===== config.mk =====
export PLATFORM = sky130hd
export DESIGN_NAME = swc_top
export DESIGN_NICKNAME = d
export VERILOG_FILES = /design/src/swc_pkg.sv /design/src/swc_sync.sv /design/src/swc_watchdog.sv /design/src/swc_top.sv
export SDC_FILE = /design/constraint.sdc
export NUM_CORES = 1
export LEC_CHECK = 0
export ABC_AREA = 0
export ABC_CLOCK_PERIOD_IN_PS = 2100
export BUFFER_PORTS_ARGS = -buffer_cell sky130_fd_sc_hd__buf_2
export CAP_MARGIN = 20
export CORE_AREA = 2 2 98 91
export CTS_CLUSTER_SIZE = 10
export DETAILED_ROUTE_END_ITERATION = 6
export DIE_AREA = 0 0 100 93
export GPL_TIMING_DRIVEN = 0
export PLACE_DENSITY = 0.79
export SETUP_SLACK_MARGIN = 0.1
export SLEW_MARGIN = 40
export SYNTH_ARGS = -nofsm -noshare
export SYNTH_HDL_FRONTEND = slang
export SYNTH_HIERARCHICAL = 1
export SYNTH_SLANG_ARGS = --single-unit
export TNS_END_PERCENT = 30

===== constraint.sdc =====
create_clock -name clk_i -period 2.1 [get_ports clk_i]
set_clock_uncertainty 0.05 [all_clocks]
set_input_delay 0.105 -clock clk_i [delete_from_list [all_inputs] [get_ports clk_i]]
set_output_delay 0.105 -clock clk_i [all_outputs]
set_load 0.01 [all_outputs]

===== src/swc_pkg.sv =====
// Package: constants and types of the sleep/wake controller.
// Notes on behaviour
// - Halt with watchdog enabled clears its counter; it keeps counting asleep.
// - Halt clears the powerdown flag and sets the timeout flag.
// - Entering sleep switches the oscillator driver off until a wake event.
// - While asleep every I/O keeps its drive level and enable from before halt.
// - Wake on enabled watchdog timeout or enabled interrupt; execution continues.
// - Powerdown flag set at power-up; timeout flag cleared by watchdog wake.
// - Timeout flag alone tells watchdog wake from interrupt wake.
// - Halt is only taken once the following instruction is prefetched.
// - Wake needs the source enable only, never the global interrupt enable.
// - Interrupt wake with global enable clear: continue after the halt.
// - Interrupt wake with global enable set: next instruction, then vector 0004h.
// - Every wake clears the watchdog counter.
// - Halt with an enabled flag already pending acts as no-operation.
// - Interrupt during or after halt: halt completes, then wake at once.
// - After wake, hold execution for the 18 ms oscillator settling time.
// - Timeout and powerdown flags are readable in the status register.
package swc_pkg;
  localparam int unsigned CLK_HZ       = 10_000_000;
  localparam int unsigned STAB_TIME_US = 18_000;
  localparam int unsigned STAB_CYCLES  = STAB_TIME_US * (CLK_HZ / 1_000_000);
  localparam logic [12:0] IRQ_VECTOR   = 13'h0004;
  localparam logic [7:0] ADR_CTRL    = 8'h00;
  localparam logic [7:0] ADR_IRQ_EN  = 8'h04;
  localparam logic [7:0] ADR_STATUS  = 8'h08;
  localparam logic [7:0] ADR_WDT_CNT = 8'h0C;
  localparam int unsigned CTRL_WDT_EN_BIT = 0;
  localparam int unsigned CTRL_GIE_BIT    = 1;
  localparam int unsigned ST_TIMEOUT_BIT  = 0;
  localparam int unsigned ST_PWRDN_BIT    = 1;
  localparam int unsigned ST_ASLEEP_BIT   = 2;
  localparam int unsigned ST_STAB_BIT     = 3;
  localparam int unsigned ST_WDT_WAKE_BIT = 4;
  localparam logic CTRL_WDT_EN_RST = 1'b1;
  localparam logic CTRL_GIE_RST    = 1'b0;
  localparam logic TIMEOUT_RST     = 1'b1;
  localparam logic PWRDN_RST       = 1'b1;
  typedef enum logic [1:0] {
    SWC_RUN   = 2'b00,
    SWC_SLEEP = 2'b01,
    SWC_STAB  = 2'b10
  } swc_state_type;
  typedef struct packed {
    logic global_irq_enable;
    logic wdt_en;
  } swc_ctrl_type;
  typedef struct packed {
    logic wdt_wake;
    logic stab;
    logic asleep;
    logic powerdown_flag;
    logic timeout_flag;
  } swc_status_type;
endpackage


===== src/swc_sync.sv =====
// Two-flop synchroniser for inputs from outside the clock domain.
`timescale 1ns/1ps
`default_nettype none
module swc_sync #(
  parameter int unsigned W = 1
) (
  input  wire logic         clk_i,
  input  wire logic         rst_i,
  input  wire logic [W-1:0] d_i,
  output logic      [W-1:0] q_o
);
  logic [W-1:0] meta_q;
  logic [W-1:0] sync_q;
  always_ff @(posedge clk_i) begin
    if (rst_i) begin
      meta_q <= '0;
      sync_q <= '0;
    end else begin
      meta_q <= d_i;
      sync_q <= meta_q;
    end
  end
  assign q_o = sync_q;
endmodule
`default_nettype wire


===== src/swc_watchdog.sv =====
// Watchdog counter with prescaler, advanced by ticks of its own clock.
`timescale 1ns/1ps
`default_nettype none
module swc_watchdog #(
  parameter int unsigned PRESC_W = 4,
  parameter int unsigned CNT_W   = 8
) (
  input  wire logic             clk_i,
  input  wire logic             rst_i,
  input  wire logic             enable_i,
  input  wire logic             clear_i,
  input  wire logic             tick_i,
  output logic      [CNT_W-1:0] count_o,
  output logic                  timeout_o
);
  initial begin
    if (PRESC_W < 1 || CNT_W < 2 || CNT_W > 32) $error("swc_watchdog: bad widths");
  end
  logic [PRESC_W-1:0] presc_q;
  logic [CNT_W-1:0]   cnt_q;
  logic               to_q;
  // Clear wins over a tick in the same cycle, so sleep starts from zero
  always_ff @(posedge clk_i) begin
    if (rst_i || clear_i || !enable_i) begin
      presc_q <= '0;
      cnt_q   <= '0;
    end else if (tick_i) begin
      presc_q <= presc_q + 1'b1;
      if (&presc_q) begin
        cnt_q <= cnt_q + 1'b1;
      end
    end
  end
  always_ff @(posedge clk_i) begin
    if (rst_i || clear_i || !enable_i) begin
      to_q <= 1'b0;
    end else begin
      to_q <= tick_i && (&presc_q) && (&cnt_q);
    end
  end
  assign count_o   = cnt_q;
  assign timeout_o = to_q;
endmodule
`default_nettype wire


===== src/swc_top.sv =====
// Sleep entry, wake-up and oscillator settling control with Wishbone registers.
`timescale 1ns/1ps
`default_nettype none
module swc_top
  import swc_pkg::*;
#(
  parameter int unsigned NUM_IRQ     = 8,
  parameter int unsigned IO_W        = 8,
  parameter int unsigned WDT_PRESC_W = 4,
  parameter int unsigned WDT_CNT_W   = 8,
  parameter int unsigned STAB_CYC    = STAB_CYCLES
) (
  input  wire logic               clk_i,
  input  wire logic               rst_i,
  input  wire logic               wb_cyc_i,
  input  wire logic               wb_stb_i,
  input  wire logic               wb_we_i,
  input  wire logic [7:0]         wb_adr_i,
  input  wire logic [3:0]         wb_sel_i,
  input  wire logic [31:0]        wb_dat_i,
  output logic      [31:0]        wb_dat_o,
  output logic                    wb_ack_o,
  input  wire logic               halt_i,
  input  wire logic               prefetch_valid_i,
  input  wire logic               wdt_clear_i,
  input  wire logic [NUM_IRQ-1:0] irq_flag_i,
  input  wire logic               wdt_clk_i,
  input  wire logic [IO_W-1:0]    io_out_i,
  input  wire logic [IO_W-1:0]    io_oe_i,
  output logic      [IO_W-1:0]    io_out_o,
  output logic      [IO_W-1:0]    io_oe_o,
  output logic                    osc_en_o,
  output logic                    core_hold_o,
  output logic                    resume_o,
  output logic                    vector_o,
  output logic      [12:0]        branch_addr_o,
  output logic                    wdt_reset_o
);
  localparam int unsigned STAB_W = $clog2(STAB_CYC + 1);
  initial begin
    if (NUM_IRQ < 1 || NUM_IRQ > 8) $error("swc_top: NUM_IRQ must be 1..8");
    if (IO_W < 1 || IO_W > 32) $error("swc_top: IO_W must be 1..32");
    // The settling hold check looks eight cycles ahead, so shorter delays are refused
    if (STAB_CYC < 8) $error("swc_top: STAB_CYC must be at least 8");
  end

  swc_state_type    state_q;
  swc_ctrl_type     ctrl_q;
  swc_status_type   status;
  logic [NUM_IRQ-1:0] irq_en_q;
  logic             timeout_q;
  logic             powerdown_q;
  logic             wdt_wake_q;
  logic             irq_wake_q;
  logic [STAB_W-1:0] stab_cnt_q;
  logic             osc_en_q;
  logic             resume_q;
  logic             vector_q;
  logic [12:0]      branch_q;
  logic             wdt_rst_q;
  logic [IO_W-1:0]  io_out_q;
  logic [IO_W-1:0]  io_oe_q;
  logic             ack_q;
  logic [31:0]      dat_q;
  logic             wdt_clk_s;
  logic             wdt_clk_prev_q;
  logic             wdt_tick;
  logic             wdt_timeout;
  logic [WDT_CNT_W-1:0] wdt_count;
  logic             pending;
  logic             halt_take;
  logic             halt_nop;
  logic             wdt_wake;
  logic             wake;
  logic             stab_done;
  logic             wdt_clear;

  // Pure gates: no clock edge needed to see a pending source while asleep
  assign pending = |(irq_flag_i & irq_en_q);

  assign halt_take = (state_q == SWC_RUN) && halt_i && prefetch_valid_i && !pending;
  assign halt_nop  = (state_q == SWC_RUN) && halt_i && prefetch_valid_i && pending;
  assign wdt_wake  = (state_q == SWC_SLEEP) && ctrl_q.wdt_en && wdt_timeout;
  // A flag raised after the halt was taken wakes at once in the next cycle
  assign wake      = (state_q == SWC_SLEEP) && (wdt_wake || pending);
  assign stab_done = (state_q == SWC_STAB) && (stab_cnt_q == STAB_W'(STAB_CYC - 1));
  assign wdt_clear = wdt_clear_i || halt_take || wake;

  swc_sync #(
    .W (1)
  ) u_wdt_sync (
    .clk_i (clk_i),
    .rst_i (rst_i),
    .d_i   (wdt_clk_i),
    .q_o   (wdt_clk_s)
  );

  always_ff @(posedge clk_i) begin
    if (rst_i) begin
      wdt_clk_prev_q <= 1'b0;
    end else begin
      wdt_clk_prev_q <= wdt_clk_s;
    end
  end
  assign wdt_tick = wdt_clk_s && !wdt_clk_prev_q;

  // Ticks come from the watchdog's own clock, so it runs with the core halted
  swc_watchdog #(
    .PRESC_W (WDT_PRESC_W),
    .CNT_W   (WDT_CNT_W)
  ) u_wdt (
    .clk_i     (clk_i),
    .rst_i     (rst_i),
    .enable_i  (ctrl_q.wdt_en),
    .clear_i   (wdt_clear),
    .tick_i    (wdt_tick),
    .count_o   (wdt_count),
    .timeout_o (wdt_timeout)
  );

  always_ff @(posedge clk_i) begin
    if (rst_i) begin
      state_q <= SWC_RUN;
    end else begin
      case (state_q)
        SWC_RUN:   if (halt_take) state_q <= SWC_SLEEP;
        SWC_SLEEP: if (wake) state_q <= SWC_STAB;
        SWC_STAB:  if (stab_done) state_q <= SWC_RUN;
        default:   state_q <= SWC_RUN;
      endcase
    end
  end

  always_ff @(posedge clk_i) begin
    if (rst_i || state_q != SWC_STAB) begin
      stab_cnt_q <= '0;
    end else begin
      stab_cnt_q <= stab_cnt_q + 1'b1;
    end
  end

  always_ff @(posedge clk_i) begin
    if (rst_i) begin
      osc_en_q <= 1'b1;
    end else if (halt_take) begin
      osc_en_q <= 1'b0;
    end else if (wake) begin
      osc_en_q <= 1'b1;
    end
  end

  // Status flags; a halt that turns into a no-operation leaves them alone
  always_ff @(posedge clk_i) begin
    if (rst_i) begin
      powerdown_q <= PWRDN_RST;
      timeout_q   <= TIMEOUT_RST;
    end else if (halt_take) begin
      powerdown_q <= 1'b0;
      timeout_q   <= 1'b1;
    end else if (wdt_wake) begin
      timeout_q <= 1'b0;
    end else if (state_q == SWC_RUN && ctrl_q.wdt_en && wdt_timeout) begin
      timeout_q <= 1'b0;
    end
  end

  always_ff @(posedge clk_i) begin
    if (rst_i) begin
      wdt_wake_q <= 1'b0;
      irq_wake_q <= 1'b0;
    end else if (wake) begin
      wdt_wake_q <= wdt_wake;
      irq_wake_q <= !wdt_wake;
    end
  end

  // Vectoring is decided at resume; the core runs the prefetched word first
  always_ff @(posedge clk_i) begin
    if (rst_i) begin
      resume_q <= 1'b0;
      vector_q <= 1'b0;
      branch_q <= '0;
    end else begin
      resume_q <= stab_done;
      vector_q <= stab_done && irq_wake_q && ctrl_q.global_irq_enable;
      if (stab_done && irq_wake_q && ctrl_q.global_irq_enable) begin
        branch_q <= IRQ_VECTOR;
      end else if (stab_done) begin
        branch_q <= '0;
      end
    end
  end

  always_ff @(posedge clk_i) begin
    if (rst_i) begin
      wdt_rst_q <= 1'b0;
    end else begin
      wdt_rst_q <= (state_q == SWC_RUN) && ctrl_q.wdt_en && wdt_timeout;
    end
  end

  // Pins follow the core while running and freeze from the halt on
  always_ff @(posedge clk_i) begin
    if (rst_i) begin
      io_out_q <= '0;
      io_oe_q  <= '0;
    end else if (state_q == SWC_RUN && !halt_take) begin
      io_out_q <= io_out_i;
      io_oe_q  <= io_oe_i;
    end
  end

  // Wishbone slave: one wait state, write lands on the ack edge
  always_ff @(posedge clk_i) begin
    if (rst_i) begin
      ack_q <= 1'b0;
    end else begin
      ack_q <= wb_cyc_i && wb_stb_i && !ack_q;
    end
  end

  always_ff @(posedge clk_i) begin
    if (rst_i) begin
      ctrl_q.wdt_en <= CTRL_WDT_EN_RST;
      ctrl_q.global_irq_enable    <= CTRL_GIE_RST;
      irq_en_q      <= '0;
    end else if (wb_cyc_i && wb_stb_i && ack_q && wb_we_i && wb_sel_i[0]) begin
      if (wb_adr_i == ADR_CTRL) begin
        ctrl_q.wdt_en <= wb_dat_i[CTRL_WDT_EN_BIT];
        ctrl_q.global_irq_enable    <= wb_dat_i[CTRL_GIE_BIT];
      end
      if (wb_adr_i == ADR_IRQ_EN) begin
        irq_en_q <= wb_dat_i[NUM_IRQ-1:0];
      end
    end
  end

  assign status.timeout_flag   = timeout_q;
  assign status.powerdown_flag = powerdown_q;
  assign status.asleep         = (state_q == SWC_SLEEP);
  assign status.stab           = (state_q == SWC_STAB);
  assign status.wdt_wake       = wdt_wake_q;

  always_ff @(posedge clk_i) begin
    if (rst_i) begin
      dat_q <= '0;
    end else if (wb_cyc_i && wb_stb_i && !ack_q) begin
      dat_q <= '0;
      case (wb_adr_i)
        ADR_CTRL: begin
          dat_q[CTRL_WDT_EN_BIT] <= ctrl_q.wdt_en;
          dat_q[CTRL_GIE_BIT]    <= ctrl_q.global_irq_enable;
        end
        ADR_IRQ_EN:  dat_q[NUM_IRQ-1:0] <= irq_en_q;
        ADR_STATUS: begin
          dat_q[ST_TIMEOUT_BIT]  <= status.timeout_flag;
          dat_q[ST_PWRDN_BIT]    <= status.powerdown_flag;
          dat_q[ST_ASLEEP_BIT]   <= status.asleep;
          dat_q[ST_STAB_BIT]     <= status.stab;
          dat_q[ST_WDT_WAKE_BIT] <= status.wdt_wake;
        end
        ADR_WDT_CNT: dat_q[WDT_CNT_W-1:0] <= wdt_count;
        default:     dat_q <= '0;
      endcase
    end
  end

  assign wb_ack_o      = ack_q;
  assign wb_dat_o      = dat_q;
  assign io_out_o      = io_out_q;
  assign io_oe_o       = io_oe_q;
  assign osc_en_o      = osc_en_q;
  assign core_hold_o   = (state_q != SWC_RUN);
  assign resume_o      = resume_q;
  assign vector_o      = vector_q;
  assign branch_addr_o = branch_q;
  assign wdt_reset_o   = wdt_rst_q;

  a_halt_flags: assert property (@(posedge clk_i) disable iff (rst_i)
    halt_take |=> !powerdown_q && timeout_q && state_q == SWC_SLEEP)
    else $error("halt did not update flags");

  a_halt_nop_keeps: assert property (@(posedge clk_i) disable iff (rst_i)
    halt_nop |=> $stable(powerdown_q) && $stable(timeout_q) && state_q == SWC_RUN)
    else $error("pending halt was not a no-op");

  a_sleep_osc_off: assert property (@(posedge clk_i) disable iff (rst_i)
    state_q == SWC_SLEEP |-> !osc_en_o)
    else $error("oscillator on while asleep");

  a_io_hold_sleep: assert property (@(posedge clk_i) disable iff (rst_i)
    state_q != SWC_RUN && $past(state_q) != SWC_RUN |-> $stable(io_out_o) && $stable(io_oe_o))
    else $error("pins moved while asleep");

  a_wdt_wake_flag: assert property (@(posedge clk_i) disable iff (rst_i)
    wdt_wake |=> !timeout_q && wdt_wake_q && state_q == SWC_STAB)
    else $error("watchdog wake kept timeout flag");

  a_irq_wake_flag: assert property (@(posedge clk_i) disable iff (rst_i)
    wake && !wdt_wake |=> timeout_q && !wdt_wake_q && osc_en_o)
    else $error("interrupt wake changed timeout flag");

  a_wake_clr_wdt: assert property (@(posedge clk_i) disable iff (rst_i)
    wake |=> wdt_count == '0)
    else $error("watchdog not cleared on wake");

  a_stab_hold: assert property (@(posedge clk_i) disable iff (rst_i)
    $rose(state_q == SWC_STAB) |-> (!resume_o && core_hold_o) [*8])
    else $error("resumed before settling");

  a_resume_vector: assert property (@(posedge clk_i) disable iff (rst_i)
    stab_done |=> resume_o && (vector_o == $past(irq_wake_q && ctrl_q.global_irq_enable)))
    else $error("wrong vector decision");

  a_no_gie_novec: assert property (@(posedge clk_i) disable iff (rst_i)
    resume_o && !$past(ctrl_q.global_irq_enable) |-> !vector_o)
    else $error("vectored with global enable clear");

  a_halt_prefetch: assert property (@(posedge clk_i) disable iff (rst_i)
    state_q == SWC_RUN && halt_i && !prefetch_valid_i |=> state_q == SWC_RUN)
    else $error("halt taken without prefetch");

  a_pending_wake: assert property (@(posedge clk_i) disable iff (rst_i)
    state_q == SWC_SLEEP && pending |=> state_q == SWC_STAB ##1 osc_en_o)
    else $error("pending flag did not wake");
endmodule
`default_nettype wire


==> impl_metrics.env <==
export IMPL_status="completed"
export IMPL_rsz0062_at_grt="true"
export IMPL_synthToLayoutAreaGrowth_pct=25.18
export IMPL_fin_nets=674
export IMPL_yosysSeqAreaShare=0.3945
export IMPL_final_layout_size_suffix_gt1_frac=0.3022
export IMPL_pwr_share_clk=0.373
export IMPL_clk_latency_ps=360
export IMPL_fin_area_um2=5082
export IMPL_place_area_um2=4715
export IMPL_gr_total_overflow=0
export IMPL_cts_root_buf="clkbuf_8"
export IMPL_setup_viol=0
export IMPL_worstHoldPathCells=5
export IMPL_ys_ff_latch=80
export IMPL_min_to="wb_dat_o[5]"
export IMPL_vias=3851
export IMPL_p_comb_frac=0.119
export IMPL_die_x_um=100
export IMPL_hold_path_class="primary input to register"
export IMPL_htree_levels=3
export IMPL_clockBufferDepth=2
export IMPL_period_share=0.9632
export IMPL_place_inst=675
export IMPL_clkTransAtPathRegs_ps=90
export IMPL_fmax_ghz=0.4944
export IMPL_cts_tree="yes"
export IMPL_min_period_ps=2023
export IMPL_worstSetupPathType="register to register"
export IMPL_viasPerCell=5.494
export IMPL_final_hold_violation_count=0
export IMPL_ys_types=56
export IMPL_grt_pass1_vias=3442
export IMPL_r2r_end="u_wdt/count_o[4]"
export IMPL_p_sw_mw=0.8294
export IMPL_required_ps=2320
export IMPL_grt_pass1_wl_um=15950
export IMPL_gp_congestion=0.8669
export IMPL_start_kind="register"
export IMPL_finalWirelength_um=10140
export IMPL_grt_max_degree=16
export IMPL_die_area_um2=9300
export IMPL_p_per_area_nw_per_um2=612.4
export IMPL_core_area_um2=8328
export IMPL_port_buffers=79
export IMPL_swShare=0.2665
export IMPL_synth_avg_cell_area_um2=8.846
export IMPL_synth_top_flop_cell="dfxtp_1"
export IMPL_dr_first_iter_drc_count=241
export IMPL_antenna_found_initial=0
export IMPL_timing_rr_start="irq_en_q[2]"
export IMPL_max_slew_margin_rel=0.6276
export IMPL_post_dp_hpwl_um=7239
export IMPL_cp_max_fo=4
export IMPL_ir_drop_v=0.0004116
export IMPL_sequentialPowerShare=0.508
export IMPL_static_leakage_power_nw=2.042
export IMPL_netlist_instances=459
export IMPL_ios=144
export IMPL_clock_sinks=80
export IMPL_die_y_um=93
export IMPL_p_int_mw=2.283
export IMPL_hold_ws_ps=125.9
export IMPL_diodes=0
export IMPL_cap_violations=0
export IMPL_rr_worst_depth=8
export IMPL_synth_cell_area_um2=4060
export IMPL_first_pass_iters=5
export IMPL_synth_edff_count=0
export IMPL_fillers=742
export IMPL_maxSlewViolCount=0
export IMPL_holdCritStartpoint="wb_adr_i[4]"
export IMPL_initial_core_util=0.4875
export IMPL_yosys_warnings=6
export IMPL_ff2ff_setup_slack_ps=80
export IMPL_cp_arrival_ps=2240
export IMPL_worst_pin_slew_ps=558.6
export IMPL_cts_buffers=9
export IMPL_async_reset_ff_frac=0
export IMPL_post_drt_wl_per_cell_um=14.47
export IMPL_endpoint_kind="register"
export IMPL_post_route_drc_count=0
export IMPL_grt_usage=0.2126
export IMPL_drtAntennaViolNets=0
export IMPL_fp_row_count=32
export IMPL_layout_cells_non_filler=701
==> cell usage after synthesis, types with 3 or more instances <==
cell type	count	area, um2
o31ai_1	4	30.03
nor3b_1	17	127.6
dfxtp_1	80	1602
a22oi_1	9	67.56
inv_1	6	22.52
clkbuf_1	16	60.06
buf_1	3	11.26
nor2_1	30	112.6
o22ai_1	3	18.77
nor3_1	8	40.04
o211ai_1	3	22.52
nand2_1	55	206.5
nor4b_1	9	78.83
buf_4	36	270.3
or3_1	7	43.79
nand3_1	11	55.05
buf_6	3	33.78
nor2b_1	6	37.54
a31o_2	8	70.07
o311ai_0	16	140.1
xor2_1	12	105.1
nand2b_1	6	37.54
nand4_1	11	68.82
and4_1	3	26.28
mux2i_1	10	100.1
buf_2	9	45.04
ha_1	3	37.54
o21ai_0	5	25.02
or4_1	6	45.04
a32oi_1	16	140.1
a21oi_1	16	80.08
==> cells in the final DEF (no fill, tap or decap), drive strengths merged, types with 3 or more instances in the layout <==
| cell | synthesis | final |
|---|---|---|
| conb | 1 | 36 |
| o31ai | 4 | 4 |
| clkinvlp | 0 | 3 |
| and4 | 3 | 3 |
| xor2 | 12 | 12 |
| nor4b | 9 | 9 |
| a31o | 9 | 9 |
| nand2 | 55 | 55 |
| or4 | 6 | 6 |
| buf | 51 | 136 |
| a22oi | 9 | 9 |
| clkbuf | 16 | 24 |
| o311ai | 17 | 17 |
| a21oi | 16 | 16 |
| or2 | 3 | 3 |
| nand3 | 13 | 13 |
| o22ai | 3 | 3 |
| a32oi | 16 | 16 |
| o21ai | 5 | 5 |
| nor4 | 4 | 4 |
| and3 | 3 | 3 |
| dlygate4sd3 | 0 | 5 |
| nor2b | 6 | 6 |
| or3 | 7 | 7 |
| mux2i | 10 | 10 |
| nand4 | 12 | 12 |
| nor2 | 30 | 30 |
| nand2b | 7 | 7 |
| ha | 3 | 3 |
| inv | 7 | 8 |
| o211ai | 3 | 3 |
| dfxtp | 80 | 80 |
| nor3b | 17 | 17 |
| nor3 | 8 | 8 |
==> critical path, stage by stage (launching register included) <==
cell,delay [ps]
dfxtp_2,340
a22oi_1,170
nand4_1,220
clkbuf_8,210
a21oi_4,110
o211ai_1,150
nor3b_2,320
nand2b_1,140
o41ai_2,210
==> metal layers <==
| layer | global-route usage | wire, um |
|---|---|---|
| met2 | 0.3626 | 5041 |
| met4 | 0.06393 | 182 |
| met1 | 0.2651 | 4380 |
| met5 | 0 | 0 |
| met3 | 0.05381 | 538 |
==> kinds of logic (layout without fill, tap and decap cells) <==
family / after synthesis / in the layout / synth area share
other: 1 / 36 / 0.0009236
and+or+nand+nor: 188 / 188 / 0.2582
xor gates and xnor gates: 14 / 14 / 0.03020
AOI/OAI and AO/OA: 87 / 87 / 0.1612
muxes: 12 / 12 / 0.03575
DFF: 80 / 80 / 0.3945
adders and majority gates: 3 / 3 / 0.009246
buffers and inverters: 74 / 179 / 0.1100
==> repair_timing <==
item | CTS | global route
pin swaps | 3 | 4
buffers inserted | 3 | 2
endpoints found under the hold margin | 4 | 0
hold buffers | 5 | 0
gates resized for setup | 7 | 11
setup endpoints to repair | 13 | 13
==> cell type report <==
cell class	count	area (um2)	area share
repair buffers	89	483.0	0.09503
clock buffers	9	123.9	0.02437
well taps	102	127.6	0.02511
clock inverters	7	81.33	0.01600
multi-input cells	340	2201	0.4330
flip-flops and latches	80	1605	0.3159
plain buffers	67	434.2	0.08543
inverters	7	26.28	0.005170
==> state kept, by name (all words and copies together), names as in the netlist, 2 cells and up <==
signal and flops:
u_wdt/count_o 8, io_oe_o 8, stab_cnt_q 18, irq_en_q 8
wb_dat_o 8, io_out_o 8, ctrl_q 2, state_q 2
u_wdt/presc_q 4
==> power groups by stage <==
stage / combinational (mW) / clock [mW] / sequential, mW
6_report: 0.372 / 1.16 / 1.58
3_5_place_dp: 0.352 / 0 / 1.62
2_1_floorplan: 0.218 / 0 / 1.63
4_1_cts: 0.363 / 1.18 / 1.58
5_1_grt: 0.404 / 1.25 / 1.59
3_3_place_gp: 0.346 / 0 / 1.61
==> stage by stage <==
step	setup slack, ps	util	setup TNS (ps)	power [mW]
after global placement	-356.1	0.5661	-763.2	1.959
after floorplan	151.0	-	0	1.844
after global routing	-7.550	0.6103	-7.550	3.237
after CTS	103.0	0.6022	0	3.124
final	77.24	0.6103	0	3.113
after detailed placement	-362.4	0.5661	-856.7	1.967
==> worst max-delay path by stage <==
stage / startpoint / endpoint / slack [ps] / cells after the start
after floorplan: irq_en_q[2] / u_wdt/timeout_o / 150 / 8
after global placement: irq_en_q[2] / u_wdt/timeout_o / -360 / 8
after detailed placement: irq_en_q[2] / u_wdt/timeout_o / -360 / 8
after CTS: irq_en_q[6] / u_wdt/count_o[4] / 100 / 8
after global routing: irq_en_q[1] / u_wdt/count_o[4] / -8 / 8
final: irq_en_q[2] / u_wdt/count_o[4] / 80 / 8
Note: power is estimated with default switching activity, not from simulation.
